`src/synth_prog_pkg.sv`:
```
/*
 * Constants and carrier types for the synthesizer serial programming port:
 * word layout, destination select codes, function latch bit positions,
 * prescaler moduli and reset values of the divider latches.
 * Assumes a single 200 MHz core clock and the port pins sampled by it.
 */
`default_nettype none

package synth_prog_pkg;

	// Word and latch sizes
	localparam int WORD_W = 20;
	localparam int FUNC_W = 18;
	localparam int CNT_W = 6;
	localparam int RATIO_W = 13;
	localparam int SYNC_W = 3;

	// Destination select field, word bits 1..0
	localparam int SEL_LSB = 0;
	localparam int SEL_W = 2;
	localparam logic [1:0] SEL_FEEDBACK = 2'h0;
	localparam logic [1:0] SEL_REFERENCE = 2'h2;

	// Payload field positions within the word
	localparam int SWALLOW_LSB = 2;
	localparam int MAIN_LSB = 8;
	localparam int REF_LSB = 2;
	localparam int FUNC_LSB = 2;

	// Function latch bit positions (latch bit 0 holds word bit 2)
	localparam int FB_PRESCALER = 0;
	localparam int FB_RX_OFF = 5;
	localparam int FB_PD_SEL_A = 10;
	localparam int FB_PD_SEL_B = 11;

	// Prescaler moduli; both moduli are power of two shifts
	localparam int MOD_LOW_SHIFT = 5;
	localparam int MOD_HIGH_SHIFT = 6;

	// Reset values of the latches
	localparam logic [WORD_W-1:0] SHIFT_RST = 20'h00000;
	localparam logic [FUNC_W-1:0] FUNC_RST = 18'h00000;
	localparam logic [CNT_W-1:0] CNT_RST = 6'h00;

	// Destination of a load
	typedef enum logic [2:0] {
		DEST_FEEDBACK = 3'h1,
		DEST_REFERENCE = 3'h2,
		DEST_FUNCTION = 3'h4
	} dest_e;

	// Divider settings that travel together
	typedef struct packed {
		logic [CNT_W-1:0] swallow_count;
		logic [CNT_W-1:0] main_count;
		logic [CNT_W-1:0] ref_count;
	} divider_cfg_s;

endpackage

`default_nettype wire

```
`src/synth_serial_divider_load.sv`:
```
/*
 * Serial programming port and divider latches of the frequency synthesizer.
 * Holds the 20-bit data shift register, the feedback, reference and
 * function latches, the feedback divide ratio and the receive power-down
 * selection.
 * Assumes the serial clock, data, load strobe and power-down pin are
 * asynchronous to clk and each stays at a level for well over three clk
 * periods; the serial clock runs much slower than clk.
 */
`timescale 1ns/100ps
`default_nettype none

////////////////////////////////////////////////////////////////////////////
// Notes on behaviour
// - Data sampled on serial clock rising edge
// - Twenty-bit words, most significant bit first
// - Last two bits select the destination latch
// - Load strobe rise copies payload to target
// - 00 feedback, 10 reference, x1 function latch
// - Bits 7..2 swallow, 13..8 main count
// - Reference write loads bits 7..2
// - Feedback ratio is modulus times main plus swallow
// - Shift, function, feedback, reference latch widths
// - Receive power-down from pin or software bit
// - Function latch takes word bits 19..2
// - 00 software, 11 pin, mixed reserved
module synth_serial_divider_load
	import synth_prog_pkg::*;
(
	input wire logic clk, // Core clock, 200 MHz
	input wire logic rst_n, // Asynchronous reset, active low
	input wire logic ser_clk, // Serial clock pin
	input wire logic ser_data, // Serial data pin
	input wire logic load_strobe, // Load strobe pin
	input wire logic receive_powerdown_pin, // Hardware power-down pin
	output divider_cfg_s div_cfg, // Swallow, main and reference counts
	output logic [FUNC_W-1:0] func_latch, // Function latch contents
	output logic [RATIO_W-1:0] feedback_ratio, // Total feedback division
	output logic rx_chain_off, // Receive chain powered down
	output logic pd_test_mode, // Reserved power-down setting in use
	output logic load_done // One-cycle pulse after each load
);

	// Decode the select field of a word into a destination
	function automatic dest_e dest_decode(input logic [SEL_W-1:0] sel);
		dest_e d;
		d = DEST_FUNCTION;
		if (sel == SEL_FEEDBACK) begin
			d = DEST_FEEDBACK;
		end else if (sel == SEL_REFERENCE) begin
			d = DEST_REFERENCE;
		end
		return d;
	endfunction

	// Total division of the dual-modulus feedback path
	function automatic logic [RATIO_W-1:0] fb_total(
		input logic high_mod,
		input logic [CNT_W-1:0] main_cnt,
		input logic [CNT_W-1:0] swallow_cnt
	);
		logic [RATIO_W-1:0] prod;
		prod = {{(RATIO_W-CNT_W){1'b0}}, main_cnt};
		if (high_mod) begin
			prod = prod << MOD_HIGH_SHIFT;
		end else begin
			prod = prod << MOD_LOW_SHIFT;
		end
		return prod + {{(RATIO_W-CNT_W){1'b0}}, swallow_cnt};
	endfunction

	////////////////////////////////////////////////////////////////////////
	// Pin synchronisers

	logic [SYNC_W-1:0] sclk_sync_ff;
	logic [SYNC_W-1:0] sdat_sync_ff;
	logic [SYNC_W-1:0] strb_sync_ff;
	logic [SYNC_W-1:0] pdpin_sync_ff;
	logic sclk_lvl_ff;
	logic sdat_lvl_ff;
	logic strb_lvl_ff;
	logic pdpin_lvl_ff;

	// Three stages per pin; only stage two feeds stage three
	always_ff @(posedge clk or negedge rst_n) begin
		if (!rst_n) begin
			sclk_sync_ff <= '0;
			sdat_sync_ff <= '0;
			strb_sync_ff <= '0;
			pdpin_sync_ff <= '0;
		end else begin
			sclk_sync_ff <= {sclk_sync_ff[1:0], ser_clk};
			sdat_sync_ff <= {sdat_sync_ff[1:0], ser_data};
			strb_sync_ff <= {strb_sync_ff[1:0], load_strobe};
			pdpin_sync_ff <= {pdpin_sync_ff[1:0], receive_powerdown_pin};
		end
	end

	// A level counts once stages two and three agree, filtering glitches
	always_ff @(posedge clk or negedge rst_n) begin
		if (!rst_n) begin
			sclk_lvl_ff <= 1'b0;
			sdat_lvl_ff <= 1'b0;
			strb_lvl_ff <= 1'b0;
			pdpin_lvl_ff <= 1'b0;
		end else begin
			if (sclk_sync_ff[1] == sclk_sync_ff[2]) begin
				sclk_lvl_ff <= sclk_sync_ff[2];
			end
			if (sdat_sync_ff[1] == sdat_sync_ff[2]) begin
				sdat_lvl_ff <= sdat_sync_ff[2];
			end
			if (strb_sync_ff[1] == strb_sync_ff[2]) begin
				strb_lvl_ff <= strb_sync_ff[2];
			end
			if (pdpin_sync_ff[1] == pdpin_sync_ff[2]) begin
				pdpin_lvl_ff <= pdpin_sync_ff[2];
			end
		end
	end

	// Edges of the filtered levels
	logic sclk_rise;
	logic strb_rise;
	assign sclk_rise = (sclk_sync_ff[1] == sclk_sync_ff[2])
		&& sclk_sync_ff[2] && !sclk_lvl_ff;
	assign strb_rise = (strb_sync_ff[1] == strb_sync_ff[2])
		&& strb_sync_ff[2] && !strb_lvl_ff;

	////////////////////////////////////////////////////////////////////////
	// Data shift register

	logic [WORD_W-1:0] shift_ff;
	logic [WORD_W-1:0] nxt_shift;

	// Data path lags clock by one stage more, so data must settle one clk earlier
	assign nxt_shift = {shift_ff[WORD_W-2:0], sdat_lvl_ff};

	always_ff @(posedge clk or negedge rst_n) begin
		if (!rst_n) begin
			shift_ff <= SHIFT_RST;
		end else if (sclk_rise) begin
			shift_ff <= nxt_shift;
		end
	end

	////////////////////////////////////////////////////////////////////////
	// Latch loading

	dest_e load_dest;
	assign load_dest = dest_decode(shift_ff[SEL_LSB +: SEL_W]);

	logic [CNT_W-1:0] swallow_ff;
	logic [CNT_W-1:0] main_ff;
	logic [CNT_W-1:0] ref_ff;
	logic [FUNC_W-1:0] func_ff;
	logic load_done_ff;

	// Feedback latch: both counts move together in one load
	always_ff @(posedge clk or negedge rst_n) begin
		if (!rst_n) begin
			swallow_ff <= CNT_RST;
			main_ff <= CNT_RST;
		end else if (strb_rise && load_dest == DEST_FEEDBACK) begin
			swallow_ff <= shift_ff[SWALLOW_LSB +: CNT_W];
			main_ff <= shift_ff[MAIN_LSB +: CNT_W];
		end
	end

	// Reference latch; upper word bits are don't-care
	always_ff @(posedge clk or negedge rst_n) begin
		if (!rst_n) begin
			ref_ff <= CNT_RST;
		end else if (strb_rise && load_dest == DEST_REFERENCE) begin
			ref_ff <= shift_ff[REF_LSB +: CNT_W];
		end
	end

	// Function latch; other latches hold while it loads
	always_ff @(posedge clk or negedge rst_n) begin
		if (!rst_n) begin
			func_ff <= FUNC_RST;
		end else if (strb_rise && load_dest == DEST_FUNCTION) begin
			func_ff <= shift_ff[FUNC_LSB +: FUNC_W];
		end
	end

	// Completion pulse; the shift register is left as is for reuse
	always_ff @(posedge clk or negedge rst_n) begin
		if (!rst_n) begin
			load_done_ff <= 1'b0;
		end else begin
			load_done_ff <= strb_rise;
		end
	end

	////////////////////////////////////////////////////////////////////////
	// Divide ratio and power-down

	logic [RATIO_W-1:0] ratio_ff;
	logic rx_off_ff;
	logic pd_test_ff;

	// Registered ratio; no range check, the controller keeps values legal
	always_ff @(posedge clk or negedge rst_n) begin
		if (!rst_n) begin
			ratio_ff <= '0;
		end else begin
			ratio_ff <= fb_total(func_ff[FB_PRESCALER], main_ff,
				swallow_ff);
		end
	end

	// Method chosen by the two select bits; test settings keep rx powered
	always_ff @(posedge clk or negedge rst_n) begin
		if (!rst_n) begin
			rx_off_ff <= 1'b0;
			pd_test_ff <= 1'b0;
		end else begin
			case ({func_ff[FB_PD_SEL_B], func_ff[FB_PD_SEL_A]})
				2'h0: begin
					rx_off_ff <= func_ff[FB_RX_OFF];
					pd_test_ff <= 1'b0;
				end
				2'h3: begin
					rx_off_ff <= pdpin_lvl_ff;
					pd_test_ff <= 1'b0;
				end
				default: begin
					rx_off_ff <= 1'b0;
					pd_test_ff <= 1'b1;
				end
			endcase
		end
	end

	////////////////////////////////////////////////////////////////////////
	// Outputs

	assign div_cfg = '{swallow_count: swallow_ff, main_count: main_ff,
		ref_count: ref_ff};
	assign func_latch = func_ff;
	assign feedback_ratio = ratio_ff;
	assign rx_chain_off = rx_off_ff;
	assign pd_test_mode = pd_test_ff;
	assign load_done = load_done_ff;

endmodule

`default_nettype wire

```
`config.mk`:
```
export PLATFORM = sky130hd
export DESIGN_NAME = synth_serial_divider_load
export DESIGN_NICKNAME = d
export VERILOG_FILES = /design/src/synth_prog_pkg.sv /design/src/synth_serial_divider_load.sv
export SDC_FILE = /design/constraint.sdc
export NUM_CORES = 1
export LEC_CHECK = 0
export BUFFER_PORTS_ARGS = -buffer_cell sky130_fd_sc_hd__buf_2
export CAP_MARGIN = 20
export CORE_ASPECT_RATIO = 1.75
export CORE_MARGIN = 2
export CORE_UTILIZATION = 35
export CTS_CLUSTER_DIAMETER = 150
export DETAILED_ROUTE_END_ITERATION = 8
export GPL_ROUTABILITY_DRIVEN = 0
export PLACE_DENSITY = 0.67
export SLEW_MARGIN = 20
export SYNTH_ARGS = -nofsm -noshare
export SYNTH_HDL_FRONTEND = slang
export SYNTH_SLANG_ARGS = --single-unit
```
`constraint.sdc`:
```
create_clock -name clk -period 1.8 [get_ports clk]
set_clock_uncertainty 0.15 [all_clocks]
set_input_delay 0.36 -clock clk [delete_from_list [all_inputs] [get_ports clk]]
set_output_delay 0.36 -clock clk [all_outputs]
set_load 0.05 [all_outputs]
```
Word level (Yosys, flattened, before mapping)
Cells that the tools add are included.
{ "word_totals": {"ram_bits": 0, "rom_bits": 0, "memories": 0, "out_inout_bits": 52, "latchBits": 0, "register_bits": 88, "in_bits": 6} }
{ "classes": {"n_reduce_logical": 12, "n_bitwise": 0, "multipliers": 0, "div_mod_pow": 0, "eq_ne": 9, "magnitude_cmp": 0, "addsub": 1, "shift": 0, "n_mux": 5} }
{ "ops": {"columns": ["cell", "count"], "rows": [
  ["adder 12 x 6 -> 13 bit", 1],
  ["2-to-1 mux 12 bit", 1],
  ["logical AND 1 bit", 7],
  ["2-to-1 mux 3 bit", 2],
  ["equality test 1 bit", 4],
  ["equality test 2 bit (second input constant)", 2],
  ["zero test 2 bit", 2],
  ["equality test 3 x 1 -> 1 bit (second input constant)", 1],
  ["equality test 3 x 2 -> 1 bit (second input constant)", 1],
  ["equality test 3 bit (second input constant)", 1],
  ["zero test 1 bit", 2],
  ["case mux 1 bit (2 select lines)", 1],
  ["OR reduction 2 bit", 1],
  ["2-to-1 mux 1 bit", 1]
]} }

Longest topological paths before layout
Gate-level depths: netlist of run 1.
{ "logic_depth": {"depth_word": 5, "ltp_mapped": 8, "ltp_nobuf": 7} }

Least setup slack after synthesis of run 1
OpenSTA, ideal clock, no wires.
{ "synth_path": {"path_type": "register to register", "startpoint": "register func_ff[0], in the netlist func_latch[0]", "endpoint": "register ratio_ff[9], in the netlist feedback_ratio[9]", "setup_slack_ns": -0.326, "arrival_ns": 1.846, "n_path_buf": 1, "period_less_slack_ns": 2.126, "required_ns": 1.521, "stages_incl_launch_ff": 7, "path_cell_list": "dfrtp_1 buf_2 mux2_2 ha_1 nand3_1 xor2_1 a21oi_1"} }
{ "synth_via": {"elab_chain_len": 2} }
{ "synth_rtl": {"columns": ["item", "line_no", "text"], "rows": [
  ["from (decl)", "synth_serial_divider_load.sv:156", "logic [FUNC_W-1:0] func_ff;"],
  ["from (signal assigned)", "synth_serial_divider_load.sv:184", "func_ff <= shift_ff[FUNC_LSB +: FUNC_W];"],
  ["2-to-1 mux 12 bit", "synth_serial_divider_load.sv:64", "if (high_mod) begin"],
  ["adder 12 x 6 -> 13 bit", "synth_serial_divider_load.sv:69", "return prod + {{(RATIO_W-CNT_W){1'b0}}, swallow_cnt};"],
  ["to (signal assigned)", "synth_serial_divider_load.sv:209", "ratio_ff <= fb_total(func_ff[FB_PRESCALER], main_ff,"],
  ["to (decl)", "synth_serial_divider_load.sv:200", "logic [RATIO_W-1:0] ratio_ff;"]
]} }
Every way passes these cells.
A chain may end at the register's enable or synchronous reset.

Final worst setup path of run 1
{ "layout_path": {"startpoint": "register main_ff[2]", "endpoint": "output div_cfg[8] (netlist name)"} }
{ "layout_lines": {"columns": ["item", "line_no", "text"], "rows": [
  ["from (decl)", "synth_serial_divider_load.sv:154", "logic [CNT_W-1:0] main_ff;"],
  ["from (signal assigned)", "synth_serial_divider_load.sv:166", "main_ff <= shift_ff[MAIN_LSB +: CNT_W];"],
  ["to (decl)", "synth_serial_divider_load.sv:36", "output divider_cfg_s div_cfg,"]
]} }
No word-level cell between the ends.

==> results.ini, run 1 <==
[worst_setup_path]
worstPathMaxFanout = 9
crit_start = main_ff[2]
path_cells = buf_2
cpMaxStageDelayCell = dfrtp_1
path_buf_inv = 1
critPathTopFamily = flip-flops
worst_path_largest_cell_delay_ps = 490
cp.arrival_ps = 1150
cp_data_required_time_ps = 1290
worstReg2RegStart = strb_sync_ff[2]
start_kind = flop
path_class = reg -> out
end_kind = primary output

[drt]
ant_nets = 0
wl_per_cell_um = 13.8
viasPerCell = 4.55
vias = 1815
dr.pass1.iters = 4
initialDrtViolationCount = 60
routed_wl_um = 5490
drc = 0

[sta]
max_clock_freq_ghz = 0.601
layout_min_cycle_time_ps = 1660
hold_viol = 0
setup_slack_ps = 137
fin_hold_ws_ps = 199
tightest_slew_ps = 500
slew_headroom_pct = 65.7
finalMaxSlewViolations = 0
period_share_pct = 92.4
finalSetupViolCount = 0
rsz0062_at_grt = false
tns_ps = 0

[layout]
drive_above_1_share_pct = 52.7
area_delta_synth_final_pct = 24.9
final_nets = 287
diodes = 0
layout.cells.non_filler = 399

[die]
coreArea_sq_um = 9090
ios = 58
dieArea_sq_um = 10200
row_count = 46
initial_core_util_pct = 36.2
chipWidth_um = 77.3
die_h_um = 132

[synthesis]
syn_area_per_cell_sq_um = 16.3
synth-simple-area-share_pct = 4.03
ys_seq_area_share_pct = 66.9
netlist_area_sq_um = 3290
synth_compound_area_share_pct = 0.646
synth_cells = 202
ys_types = 25
synth_top_area_share_pct = 66.9
synth_xor_area_share_pct = 1.60
ys_ff_latch = 88
synth_top_family_by_area = multiplexers
syn_nets = 214
ys_warn_count = 0
synth.area.top_cells = dfrtp_1, mux2_2, ha_1, mux2i_1, xnor2_1
synth.area.mux_share_pct = 21.7
synth_fa_ha_area_share_pct = 2.89
synth.largest_area_cell = dfrtp_1

[placement]
post-place-ws_ps = 124
place.port_buffers = 57
dpl.cell_count = 379
dpl.hpwl_um = 3830

[power]
vdd_drop_max_mv = 0.585
p_leak_nw = 2.10
power_w = 0.00573
powerDensity_nw_per_um2 = 1390

[cts]
numClockSinks = 88
cts_resized = 0
cts_tree = done
clk_pin_slew_ps = 60
root_buffer = clkbuf_16
htree_levels = 3
cts-buffers-inserted = 9
clock_path_buffers = 2
clock_latency_ps = 330

[grt]
track_usage_pct = 11.8
grt_max_degree = 89
antenna_found_initial = 0
grt_pass1_wl_um = 9340
grt_pass1_vias = 1857
gr-total-overflow = 0

[outcome]
status = complete, no violations

[worst_hold_path]
hold_start = sdat_sync_ff[0]
hold_path_class = reg -> reg

[job]
max_cap_viol_count = 0

path summary, 6_finish.rpt:
path / end / slack [ps] / depth (start not counted)
max in group asynchronous: ref_ff[1] / 660 / 3
worst max register to register: main_ff[3] / 140 / 5
min in group asynchronous: func_latch[15] / 440 / 3
worst min register to register: sdat_sync_ff[1] / 200 / 0
worst max-delay path: div_cfg[8] / 140 / 1
worst min-delay path: sdat_sync_ff[1] / 200 / 0
per-stage QoR:
stage          util (%)  cell area (sq um)
2_1_floorplan         -               3330
3_3_place_gp       41.7               3800
3_5_place_dp       41.7               3800
4_1_cts            45.2               4110
5_1_grt            45.2               4110
6_report           45.2               4110
where the power goes:
part | total, W | switching [W] | internal (W)
clock | 0.00165 | 0.000688 | 0.000962
combinational | 0.00150 | 0.00104 | 0.000461
sequential | 0.00258 | 0.000266 | 0.00231
kinds of logic after synthesis:
| group | count (synthesis) |
|---|---|
| adder cells (fa/ha/maj) | 8 |
| flip-flops | 88 |
| buffers and inverters | 11 |
| AND/OR/NAND/NOR | 22 |
| AO/OA/AOI/OAI | 3 |
| XOR/XNOR | 6 |
| multiplexers | 64 |
registers in the layout (all words and copies together), names as in the netlist:
signal / flops
shift_ff: 20
rx_chain_off: 1
sclk_sync_ff: 3
swallow_ff: 6
main_ff: 6
sdat_lvl_ff: 1
sdat_sync_ff: 3
load_done: 1
feedback_ratio: 13
func_latch: 18
ref_ff: 6
sclk_lvl_ff: 1
pdpin_sync_ff: 3
pd_test_mode: 1
strb_sync_ff: 3
pdpin_lvl_ff: 1
strb_lvl_ff: 1
routing by layer:
metal	global-route usage, %	vias up	part of all wire (%)
li1	-	841	-
met1	13.4	921	40
met2	19.2	39	53
met3	3.49	14	4.6
met4	7.14	0	2.5
met5	0	-	0
cell usage in the layout (no fill, tap or decap):
master / count
nor2b_2: 1
maj3_1: 2
xor2_1: 1
nor2b_1: 2
mux2i_1: 5
nor3_2: 2
nor4_1: 1
ha_4: 1
buf_4: 6
buf_2: 56
nor2b_4: 1
dfrtp_2: 2
clkinv_4: 1
dfrtp_1: 86
clkinv_2: 2
nand2_1: 5
inv_1: 3
nor3b_4: 1
nand2_2: 1
o32ai_1: 1
nor2_1: 4
buf_12: 3
and3b_2: 1
mux2_2: 58
a21oi_1: 1
mux2_4: 1
clkbuf_8: 1
dlygate4sd3_1: 5
a22oi_1: 1
nand3_1: 3
clkbuf_16: 9
xnor2_1: 5
clkbuf_1: 2
ha_1: 5
layout make-up:
type	instances	area, sq um
Inverter	3	11.3
Clock inverter	3	18.8
Timing Repair Buffer	70	435
Clock buffer	12	246
Sequential cell	88	2200
Multi-Input combinational cell	103	1040
Fill cell	864	4980
Tap cell	120	150
synth_stat cells (all sizes together):
library cell	n
dfrtp	88
o32ai	1
maj3	2
mux2	59
nor3	2
ha	6
xnor2	5
a22oi	1
nor3b	1
clkbuf	1
mux2i	5
nor2	4
a21oi	1
nor2b	4
xor2	1
nand2	6
nor4	1
inv	3
and3b	1
nand3	3
buf	7
what timing repair did:
action                                  CTS  global route
endpoints found under the hold margin    92             0
buffers inserted                          0             0
endpoints found under the setup margin    0             0
hold buffers                              5             0
Note: power is estimated with default switching activity, not from simulation.
==> inputs of run 2 (changes only) <==
Settings changed: CAP_MARGIN 20 to not set, REMOVE_ABC_BUFFERS set to 1.
==> run 2 against run 1 <==
Utilization up 0.58 points. Clock power up 22%. Maximum frequency down 3.6%. Combinational power about the same. Final area up 1.3%. Sequential share of layout area down 0.74 points. Die area unchanged. Routed wire length up 6.0%. Worst setup slack worse by 62 ps. Global-route usage up 1.1 points. Sequential power about the same.
==> results.ini, run 2 (same netlist as run 1, synthesis figures left out) <==
[layout]
final_core_util_pct = 45.8  ; +0.58 points
area_delta_synth_final_pct = 26.5
fillers = 872  ; +0.93%
drive_above_1_share_pct = 52.1  ; -0.55 points
mostFrequentLayoutCell = dfrtp_1
layout_common_cells = dfrtp_1, mux2_2, buf_2
diodes = 0  ; unchanged
final_nets = 287  ; unchanged
largest_register_ffs = 20  ; unchanged
layout.cells.non_filler = 400  ; +0.25%
top_register = shift_ff

[outcome]
status = complete, no violations

[drt]
drc = 0  ; unchanged
vias = 1822  ; +0.39%
ant_nets = 0  ; unchanged
initialDrtViolationCount = 53  ; -12%
routed_wl_um = 5820  ; +6.0%
dr.pass1.iters = 3  ; -1
viasPerCell = 4.56  ; +0.13%
wl_per_cell_um = 14.6  ; +5.7%

[die]
dieArea_sq_um = 10200  ; unchanged
coreArea_sq_um = 9090  ; unchanged
chipWidth_um = 77.3  ; unchanged
ios = 58  ; unchanged
row_count = 46  ; unchanged
initial_core_util_pct = 36.2  ; unchanged
die_h_um = 132  ; unchanged

[worst_setup_path]
cpMaxStageDelayCell = dfrtp_1
worst_path_largest_cell_delay_ps = 390  ; -100 ps
path_cells = buf_4 > buf_2
start_kind = flop
cp.arrival_ps = 1210  ; +60 ps
end_kind = primary output
path_class = reg -> out
cp_data_required_time_ps = 1290  ; about the same
worstPathMaxFanout = 9  ; unchanged

[cts]
root_buffer = clkbuf_16
htree_levels = 3  ; unchanged
post_cts_buffers = 0  ; unchanged
clk_pin_slew_ps = 60  ; about the same
numClockSinks = 88  ; unchanged
cts_tree = done
cts-buffers-inserted = 9  ; unchanged
clock_path_buffers = 2  ; unchanged
clock_latency_ps = 340  ; about the same

[sta]
max_clock_freq_ghz = 0.580  ; -3.6%
hold_viol = 0  ; unchanged
fin_hold_ws_ps = 196  ; -2.45 ps
slew_headroom_pct = 72.9  ; +7.2 points
tightest_slew_ps = 406  ; -94.0 ps
finalSetupViolCount = 0  ; unchanged
rsz0062_at_grt = false
period_share_pct = 95.8  ; +3.4 points
finalMaxSlewViolations = 0  ; unchanged
layout_min_cycle_time_ps = 1720  ; +61.6 ps

[grt]
antenna_found_initial = 0  ; unchanged
grt_pass1_vias = 1948  ; +4.9%
grt_max_degree = 77  ; -13%
gr-total-overflow = 0  ; unchanged
grt_pass1_wl_um = 10100  ; +8.1%
track_usage_pct = 12.8  ; +1.1 points

[power]
powerDensity_nw_per_um2 = 1470  ; +5.2%
vdd_drop_max_mv = 0.933  ; +59%
p_leak_nw = 2.14  ; +1.8%

[placement]
place.port_buffers = 57  ; unchanged
dpl.hpwl_um = 4050  ; +5.8%
dpl.cell_count = 379  ; unchanged

[job]
max_cap_viol_count = 0  ; unchanged

[worst_hold_path]
hold_path_class = reg -> reg

[run 2: timing repair]
item                       CTS  global route
setup endpoints to repair    0             1
hold buffers                 5             0
hold endpoints to repair    16             0
resized for setup            0             1
[run 2: worst max-delay path, delay by kind of cell, from the launching register on]
family / cells / cell delay (ps)
buf+inv: 2 / 480
flops: 1 / 390
[run 2: cell type report]
cell class                      count  area, sq um  share of cell area [%]
Clock buffer                       11          253                    6.07
Clock inverter                      5         78.8                    1.89
Inverter                            3         11.3                   0.270
Multi-Input combinational cell    103         1020                    24.5
Sequential cell                    88         2200                    52.9
Tap cell                          120          150                    3.61
Timing Repair Buffer               70          448                    10.8
[run 2: power breakdown]
group,switching (W),total [W],internal (W)
sequential,0.000265,0.00258,0.00231
clock,0.000731,0.00202,0.00129
combinational,0.00104,0.00151,0.000463
[run 2: through the flow]
step / setup WS (ps) / TNS, ps / total power, W / cell area (sq um)
2_1_floorplan: -307 / -6090 / 0.00367 / 3230
3_3_place_gp: 133 / 0 / 0.00411 / 3780
3_5_place_dp: 110 / 0 / 0.00414 / 3780
4_1_cts: 56.9 / 0 / 0.00620 / 4160
5_1_grt: 18.2 / 0 / 0.00637 / 4160
6_report: 75.6 / 0 / 0.00610 / 4160
[run 2: final timing paths]
check                           slack [ps]              end  cells after the start             from
min in group asynchronous              260   func_latch[15]                      2            rst_n
max in group asynchronous              610    swallow_ff[3]                      3            rst_n
worst max-delay path                    80    func_latch[0]                      2    func_latch[0]
worst min-delay path                   200  sdat_sync_ff[1]                      0  sdat_sync_ff[0]
worst min register to register         200  sdat_sync_ff[1]                      0  sdat_sync_ff[0]
worst max register to register         120    swallow_ff[1]                      5  strb_sync_ff[1]
[run 2: routing by layer]
layer	global-route usage [%]	vias up	routed length (um)
li1	-	850	-
met1	14.1	929	2210
met2	22.0	36	3250
met3	3.56	7	241
met4	7.14	0	123
met5	0	-	0
